$ cat src/rtl/phy_tx_pkg.sv
// Constants for the link-side transmit handshake with the serial bus PHY.
// Assumes the PHY clocks the interface and the link samples that clock.
// Function
// - Link requests bus via request output.
// - Link codes: idle 00, hold 01, transmit 10.
// - At most one idle before hold/transmit.
// - Zero to 47 hold cycles before transmit; the link always drives at least one hold cycle.
// - Transmit with first data until last.
// - End: hold/idle, idle, then release.
// - End hold requests concatenated packet.
// - Without multispeed, one speed per ownership.
// - Multispeed: next speed on data during hold.
// - One turnaround cycle on direction change.
// - Speed codes 00/0100/0101 0000 formats.
package phy_tx_pkg;
  localparam logic [1:0] CTL_IDLE = 2'h0;
  localparam logic [1:0] CTL_HOLD = 2'h1;
  localparam logic [1:0] CTL_XMIT = 2'h2;
  localparam logic [1:0] CTL_GRANT = 2'h3;
  localparam logic [1:0] SPEED_S100 = 2'h0;
  localparam logic [1:0] SPEED_S200 = 2'h1;
  localparam logic [1:0] SPEED_S400 = 2'h2;
  localparam logic [7:0] CODE_S100 = 8'h00;
  localparam logic [7:0] CODE_S200 = 8'h40;
  localparam logic [7:0] CODE_S400 = 8'h50;
  localparam int MAX_HOLD = 47;
  localparam logic [5:0] MAX_HOLD_W = 6'h2F;
endpackage

$ cat src/rtl/phy_link_transmit_handshake.sv
// Link-side transmit handshake toward the serial bus PHY.
// Assumes the PHY keeps its own rules: grant, idle, then release.
module phy_link_transmit_handshake #(
  parameter int HOLD_LIMIT = phy_tx_pkg::MAX_HOLD
) (
  // Clock and reset
  input wire logic clk,
  input wire logic rst,
  // PHY interface pins
  input wire logic interface_clock,
  output logic link_bus_request,
  input wire logic [1:0] ctl_in,
  output logic [1:0] interface_control_lines,
  output logic ctl_oe,
  output logic [7:0] data_out,
  output logic data_oe,
  // User side
  input wire logic tx_start,
  input wire logic [1:0] tx_speed,
  input wire logic multispeed_concat_enable,
  input wire logic tx_valid,
  input wire logic [7:0] tx_data,
  input wire logic tx_last,
  input wire logic tx_more,
  input wire logic [1:0] packet_speed_code,
  output logic tx_ready,
  output logic tx_busy,
  output logic [1:0] current_speed
);
  // A limit of zero would wrap the hold counter compare to 63 and force only after 64 hold cycles.
  if (HOLD_LIMIT < 1 || HOLD_LIMIT > phy_tx_pkg::MAX_HOLD) begin : g_bad_limit
    $error("HOLD_LIMIT out of range");
  end

  typedef enum logic [6:0] {
    S_IDLE = 7'h01, S_WAIT = 7'h02, S_GRIDLE = 7'h04, S_HOLD = 7'h08,
    S_XMIT = 7'h10, S_END1 = 7'h20, S_END2 = 7'h40
  } state_t;

  logic rise;
  logic [2:0] ctl_s0;
  logic [2:0] ctl_s1;
  state_t state;
  state_t next_state;
  logic [5:0] hold_cnt;
  logic [5:0] next_hold_cnt;
  logic concat;
  logic next_concat;
  logic [1:0] next_current_speed;
  logic [1:0] next_ctl;
  logic next_ctl_oe;
  logic [7:0] next_data;
  logic next_data_oe;
  logic next_req;
  logic [1:0] ctl_sync;
  logic [1:0] next_ctl_sync;

  interface_clock_edge edge_det (
    .clk(clk),
    .rst(rst),
    .interface_clock(interface_clock),
    .rise(rise)
  );

  function automatic logic [7:0] speed_code(input logic [1:0] s);
    // Speed field encoding; don't-care bits go out as zero.
    unique case (s)
      phy_tx_pkg::SPEED_S200: speed_code = phy_tx_pkg::CODE_S200;
      phy_tx_pkg::SPEED_S400: speed_code = phy_tx_pkg::CODE_S400;
      default: speed_code = phy_tx_pkg::CODE_S100;
    endcase
  endfunction

  // Control lines are pin inputs: a bit counts once stages two and three
  // agree. The registered copy lags the edge pulse by one clk, so at a rise
  // it still shows what the PHY drove before that interface edge.
  always_comb begin
    next_ctl_sync = ctl_sync;
    if (ctl_s0[2] == ctl_s0[1]) begin
      next_ctl_sync[0] = ctl_s0[2];
    end
    if (ctl_s1[2] == ctl_s1[1]) begin
      next_ctl_sync[1] = ctl_s1[2];
    end
  end

  always_ff @(posedge clk) begin
    if (rst) begin
      ctl_s0 <= 3'h0;
      ctl_s1 <= 3'h0;
    end else begin
      ctl_s0 <= {ctl_s0[1:0], ctl_in[0]};
      ctl_s1 <= {ctl_s1[1:0], ctl_in[1]};
    end
  end

  logic [1:0] ctl_now;
  assign ctl_now = ctl_sync;

  always_comb begin
    next_state = state;
    next_hold_cnt = hold_cnt;
    next_concat = concat;
    next_current_speed = current_speed;
    next_ctl = interface_control_lines;
    next_ctl_oe = ctl_oe;
    next_data = data_out;
    next_data_oe = data_oe;
    next_req = link_bus_request;
    if (rise) begin
      unique case (state)
        S_IDLE: begin
          next_ctl_oe = 1'b0;
          next_data_oe = 1'b0;
          if (tx_start) begin
            next_req = 1'b1;
            next_current_speed = tx_speed;
            next_state = S_WAIT;
          end
        end
        S_WAIT: begin
          // Grant, then the PHY's idle; we take over one cycle later.
          if (ctl_now == phy_tx_pkg::CTL_GRANT) begin
            next_req = 1'b0;
            next_state = S_GRIDLE;
          end
        end
        S_GRIDLE: begin
          // Turnaround: PHY releases after its idle, we then drive.
          next_ctl_oe = 1'b1;
          next_data_oe = 1'b1;
          next_ctl = phy_tx_pkg::CTL_HOLD;
          next_data = 8'h00;
          next_hold_cnt = 6'h0;
          next_state = S_HOLD;
        end
        S_HOLD: begin
          if (tx_valid || hold_cnt >= 6'(HOLD_LIMIT - 1)) begin
            // Hold never exceeds the limit; data is assumed ready.
            next_ctl = phy_tx_pkg::CTL_XMIT;
            next_data = tx_data;
            next_state = tx_last ? S_END1 : S_XMIT;
          end else begin
            next_hold_cnt = hold_cnt + 6'h1;
          end
        end
        S_XMIT: begin
          next_data = tx_data;
          if (tx_last) begin
            next_state = S_END1;
          end
        end
        S_END1: begin
          next_concat = tx_more;
          if (tx_more) begin
            next_ctl = phy_tx_pkg::CTL_HOLD;
            next_data = multispeed_concat_enable ?
              speed_code(packet_speed_code) : 8'h00;
            if (multispeed_concat_enable) begin
              next_current_speed = packet_speed_code;
            end
          end else begin
            next_ctl = phy_tx_pkg::CTL_IDLE;
            next_data = 8'h00;
          end
          next_state = S_END2;
        end
        S_END2: begin
          next_ctl = phy_tx_pkg::CTL_IDLE;
          next_data = 8'h00;
          next_state = concat ? S_WAIT : S_IDLE;
        end
        default: next_state = S_IDLE;
      endcase
      if (state == S_END2) begin
        next_ctl_oe = 1'b1;
      end
    end
    if (rise && state == S_IDLE && !tx_start) begin
      next_ctl = phy_tx_pkg::CTL_IDLE;
    end
    if (rise && (state == S_WAIT) && (ctl_now != phy_tx_pkg::CTL_GRANT)) begin
      next_ctl_oe = 1'b0;
      next_data_oe = 1'b0;
    end
  end

  always_ff @(posedge clk) begin
    if (rst) begin
      state <= S_IDLE;
      hold_cnt <= 6'h0;
      concat <= 1'b0;
      current_speed <= phy_tx_pkg::SPEED_S100;
      interface_control_lines <= phy_tx_pkg::CTL_IDLE;
      ctl_oe <= 1'b0;
      data_out <= 8'h00;
      data_oe <= 1'b0;
      link_bus_request <= 1'b0;
      ctl_sync <= 2'h0;
    end else begin
      state <= next_state;
      hold_cnt <= next_hold_cnt;
      concat <= next_concat;
      current_speed <= next_current_speed;
      interface_control_lines <= next_ctl;
      ctl_oe <= next_ctl_oe;
      data_out <= next_data;
      data_oe <= next_data_oe;
      link_bus_request <= next_req;
      ctl_sync <= next_ctl_sync;
    end
  end

  // In hold a byte is only taken when one is offered.
  assign tx_ready = rise && (state == S_XMIT || (state == S_HOLD && tx_valid));
  assign tx_busy = (state != S_IDLE);

  hold_bound_a: assert property (@(posedge clk) disable iff (rst)
    hold_cnt <= phy_tx_pkg::MAX_HOLD_W) else $error("hold too long");
  end_idle_a: assert property (@(posedge clk) disable iff (rst)
    (rise && state == S_END2) |=> interface_control_lines
      == phy_tx_pkg::CTL_IDLE) else $error("end idle missing");
  reset_release_a: assert property (@(posedge clk)
    rst |=> !ctl_oe && !data_oe) else $error("lines driven in reset");
  xmit_data_a: assert property (@(posedge clk) disable iff (rst)
    (rise && state == S_XMIT) |=> interface_control_lines
      == phy_tx_pkg::CTL_XMIT) else $error("transmit dropped");
  take_over_a: assert property (@(posedge clk) disable iff (rst)
    (rise && state == S_GRIDLE) |=> ctl_oe && interface_control_lines
      != phy_tx_pkg::CTL_IDLE) else $error("idle too long");
  speed_code_a: assert property (@(posedge clk) disable iff (rst)
    (rise && state == S_END1 && tx_more && multispeed_concat_enable)
      |=> data_out == speed_code($past(packet_speed_code)))
    else $error("speed code wrong");
  request_a: assert property (@(posedge clk) disable iff (rst)
    (rise && state == S_IDLE && tx_start) |=> link_bus_request)
    else $error("request missing");
  concat_hold_a: assert property (@(posedge clk) disable iff (rst)
    (rise && state == S_END1 && tx_more) |=> interface_control_lines
      == phy_tx_pkg::CTL_HOLD) else $error("concat hold missing");
endmodule // phy_link_transmit_handshake

$ cat src/rtl/interface_clock_edge.sv
// Samples the PHY interface clock and flags its rising edges.
// Assumes the interface clock is much slower than clk.
module interface_clock_edge (
  // Clock and reset
  input wire logic clk,
  input wire logic rst,
  // Sampled clock and edge pulse
  input wire logic interface_clock,
  output logic rise
);
  logic [2:0] sync;
  logic [2:0] next_sync;
  logic level;
  logic next_level;

  // A change counts only when the second and third stages agree.
  always_comb begin
    next_sync = {sync[1:0], interface_clock};
    next_level = level;
    if (sync[2] == sync[1]) begin
      next_level = sync[1];
    end
  end

  always_ff @(posedge clk) begin
    if (rst) begin
      sync <= 3'h0;
      level <= 1'b0;
    end else begin
      sync <= next_sync;
      level <= next_level;
    end
  end

  assign rise = next_level & ~level;
endmodule // interface_clock_edge

$ cat config.mk
export PLATFORM = sky130hd
export DESIGN_NAME = phy_link_transmit_handshake
export DESIGN_NICKNAME = d
export VERILOG_FILES = /design/src/rtl/phy_tx_pkg.sv /design/src/rtl/phy_link_transmit_handshake.sv /design/src/rtl/interface_clock_edge.sv
export SDC_FILE = /design/constraint.sdc
export NUM_CORES = 1
export LEC_CHECK = 0
export ABC_AREA = 1
export BUFFER_PORTS_ARGS = -buffer_cell sky130_fd_sc_hd__buf_2
export CAP_MARGIN = 20
export CORE_MARGIN = 4
export CORE_UTILIZATION = 30
export DETAILED_ROUTE_END_ITERATION = 10
export GPL_TIMING_DRIVEN = 0
export SETUP_SLACK_MARGIN = 0.3
export SLEW_MARGIN = 30
export SYNTH_ARGS = -nofsm -noshare
export SYNTH_HDL_FRONTEND = slang
export SYNTH_HIERARCHICAL = 1
export SYNTH_SLANG_ARGS = --single-unit
$ cat constraint.sdc
create_clock -name clk -period 1.5 [get_ports clk]
set_clock_uncertainty 0.05 [all_clocks]
set_input_delay 0.15 -clock clk [delete_from_list [all_inputs] [get_ports clk]]
set_output_delay 0.15 -clock clk [all_outputs]
set_load 0.02 [all_outputs]
==> impl_metrics.json <==
{
  "startpoint_type": "flop",
  "status": "complete, but fails checks",
  "gp_congestion": 0.8541,
  "die_w_um": 92.75,
  "crit_arrival_ns": 1.81,
  "cts_sinks": 41,
  "io_pins": 39,
  "grt_pass1_wl_um": 9784,
  "vias_per_cell": 4.520,
  "drtAntennaViolNets": 0,
  "drtIter0Drc": 95,
  "dp_hpwl_um": 3827,
  "power_leakage_uw": 0.001545,
  "clk_latency_ns": 0.31,
  "crit_path_end_kind": "flop",
  "cts_tree": "yes",
  "worstHoldPathType": "in2reg",
  "worst-path-max-fanout": 5,
  "max_cap_violations": 0,
  "wl_per_cell_um": 12.05,
  "ys.flop_type": "dfxtp_1",
  "reg2reg_depth": 10,
  "grt_pass1_vias": 2130,
  "rows": 30,
  "initial_utilization": 0.3137,
  "synth_area_leader_cell": "dfxtp_1",
  "min_period_ns": 1.633,
  "antenna_found_initial": 0,
  "dp.cells": 455,
  "path_class": "reg2reg",
  "rsz0062_at_grt": "yes",
  "yosys-top-cells-area": "dfxtp_1 38%, nand2_1 14%, nor2_1 11%, inv_1 6.6%, a21oi_1 3.9%",
  "slew_headroom": 0.6728,
  "syn_nets": 346,
  "synthCells": 321,
  "antennaDiodeCount": 0,
  "synth_largest_type_area_fraction": 0.3810,
  "track_usage": 0.1402,
  "clock_path_buffers": 2,
  "hold_path_depth": 3,
  "power_density_nw_per_um2": 594.0,
  "final_hold_viol_count": 1,
  "drive_gt1_frac": 0.4752,
  "seq_area_frac_synth": 0.3810,
  "fin_area_um2": 3333,
  "dieArea_um2": 8602,
  "dr.pass1.iters": 6,
  "nets": 428,
  "coreArea_um2": 6869,
  "cp.required_ns": 1.68,
  "setup_violations": 21,
  "htreeDepth": 2,
  "cts.reportedPaths.clkPinSlew_ns": 0.08,
  "cts_buffers": 5,
  "fmax_mhz": 612.2,
  "port_buffers": 38,
  "placed_area_um2": 2554,
  "die_y_um": 92.75,
  "async_flop_share": 0,
  "yosys_warnings": 6,
  "synth_common_cells": "81 x nand2_1, 64 x nor2_1, 41 x dfxtp_1",
  "fin_ws_ns": -0.1335,
  "period_share": 1.089,
  "synth_seq_cells": 41,
  "wirelength_um": 6025,
  "area_delta_synth_final_pct": 54.70,
  "synth_edf_count": 0,
  "grt-ovfl-total": 0,
  "yosysMostFrequentCell": "nand2_1",
  "whs_ns": -0.0008047,
  "drc": 0,
  "final_cells": 500,
  "violations": "hold timing, setup timing",
  "vias": 2260,
  "grt_max_degree": 15,
  "drv_slew": 0,
  "postSynthAreaPerCell_um2": 6.712,
  "netlist_area_um2": 2155,
  "ir_drop_uv": 334.3,
  "synth.distinct_cells": 27,
  "worst_slew_pin_slew_ns": 0.4908,
  "cts-root-buf": "clkbuf_8",
  "power_uw": 1980
}
==> cell type report <==
cell class	instances	area, um2
well taps	96	120.1
clock buffers	5	68.82
inverters	43	171.4
flip-flops and latches	41	852.1
clock inverters	3	22.52
plain buffers	6	62.56
multi-input cells	232	1474
repair buffers	74	561.8
fillers	647	3536
==> cells in the final DEF (no fill, tap or decap), types with 11 or more instances in the layout <==
| cell | n |
|---|---|
| buf_2 | 37 |
| nor2_4 | 13 |
| nand2_2 | 20 |
| inv_1 | 31 |
| nand3_1 | 11 |
| buf_6 | 14 |
| a21oi_1 | 11 |
| buf_4 | 19 |
| nand2_1 | 57 |
| nor2_2 | 17 |
| nor2_1 | 49 |
| dfxtp_1 | 30 |
==> path summary, 6_finish.rpt <==
check | from | to | slack (ns)
setup reg to reg | state[0]$_SDFFE_PP1P_ | hold_cnt[1]$_SDFFE_PP0P_ | -0.13
hold reg to reg | ctl_s1[0]$_SDFF_PP0_ | ctl_s1[1]$_SDFF_PP0_ | 0.36
hold / removal | interface_clock | edge_det/sync[0]$_SDFF_PP0_ | -0.0008
setup / recovery | state[0]$_SDFFE_PP1P_ | hold_cnt[1]$_SDFFE_PP0P_ | -0.13
==> kinds of logic (layout without fill, tap and decap cells) <==
family | after synthesis | after routing | share of synthesized area
DFF | 41 | 41 | 0.3810
xor gates and xnor gates | 3 | 3 | 0.01220
buffers and inverters | 49 | 131 | 0.09349
and+or+nand+nor | 200 | 201 | 0.4355
AOI/OAI and AO/OA | 25 | 25 | 0.06040
adders and majority gates | 3 | 3 | 0.01742
==> per-stage QoR <==
step / hold WS (ns) / setup WS (ns) / TNS (ns) / utilization
6_report: -0.0008047 / -0.1335 / -2.021 / 0.4852
5_1_grt: 0.003867 / -0.2450 / -4.197 / 0.4852
4_1_cts: 0.001539 / -0.1280 / -1.242 / 0.4550
3_5_place_dp: 0.3074 / -0.1893 / -2.277 / 0.3718
3_3_place_gp: 0.3072 / -0.1477 / -1.817 / 0.3718
2_1_floorplan: 0.1650 / 0.001983 / 0 / -
==> critical path: stages, from the launching register on <==
cell,delay (ns)
dfxtp_4,0.37
nor2_4,0.15
nand3_2,0.10
nor2_4,0.12
buf_6,0.13
nand3_4,0.11
buf_4,0.16
buf_6,0.11
nor2_4,0.07
nand2_1,0.05
a21oi_1,0.12
==> state kept, by name, summed over array words and instances (netlist names) <==
signal,count
data_out,8
state,7
hold_cnt,6
ctl_s0,3
ctl_s1,3
edge_det/sync,3
ctl_now,2
current_speed,2
interface_control_lines,2
concat,1
ctl_oe,1
data_oe,1
edge_det/level,1
link_bus_request,1
==> what timing repair did <==
item,4_1_cts,5_1_grt
endpoints found under the setup margin,31,33
endpoints found under the hold margin,2,0
cloned,3,0
pin swaps,24,22
hold buffers,2,0
buffers inserted,24,8
resized for setup,60,43
==> metal layers <==
metal / track usage / part of all wire / vias up
met5: 0 / 0 / -
met2: 0.2508 / 0.51 / 41
li1: - / - / 1159
met3: 0.02356 / 0.035 / 14
met1: 0.1652 / 0.43 / 1046
met4: 0.05739 / 0.025 / 0
==> report_power, final <==
part | internal (uW) | leakage [uW] | switching, uW | total (uW)
logic | 57.7 | 0.00117 | 80.6 | 138
registers | 1090 | 0.000339 | 5.11 | 1090
clock network | 326 | 0.0000364 | 424 | 750
(Power assumes the default switching activity.)
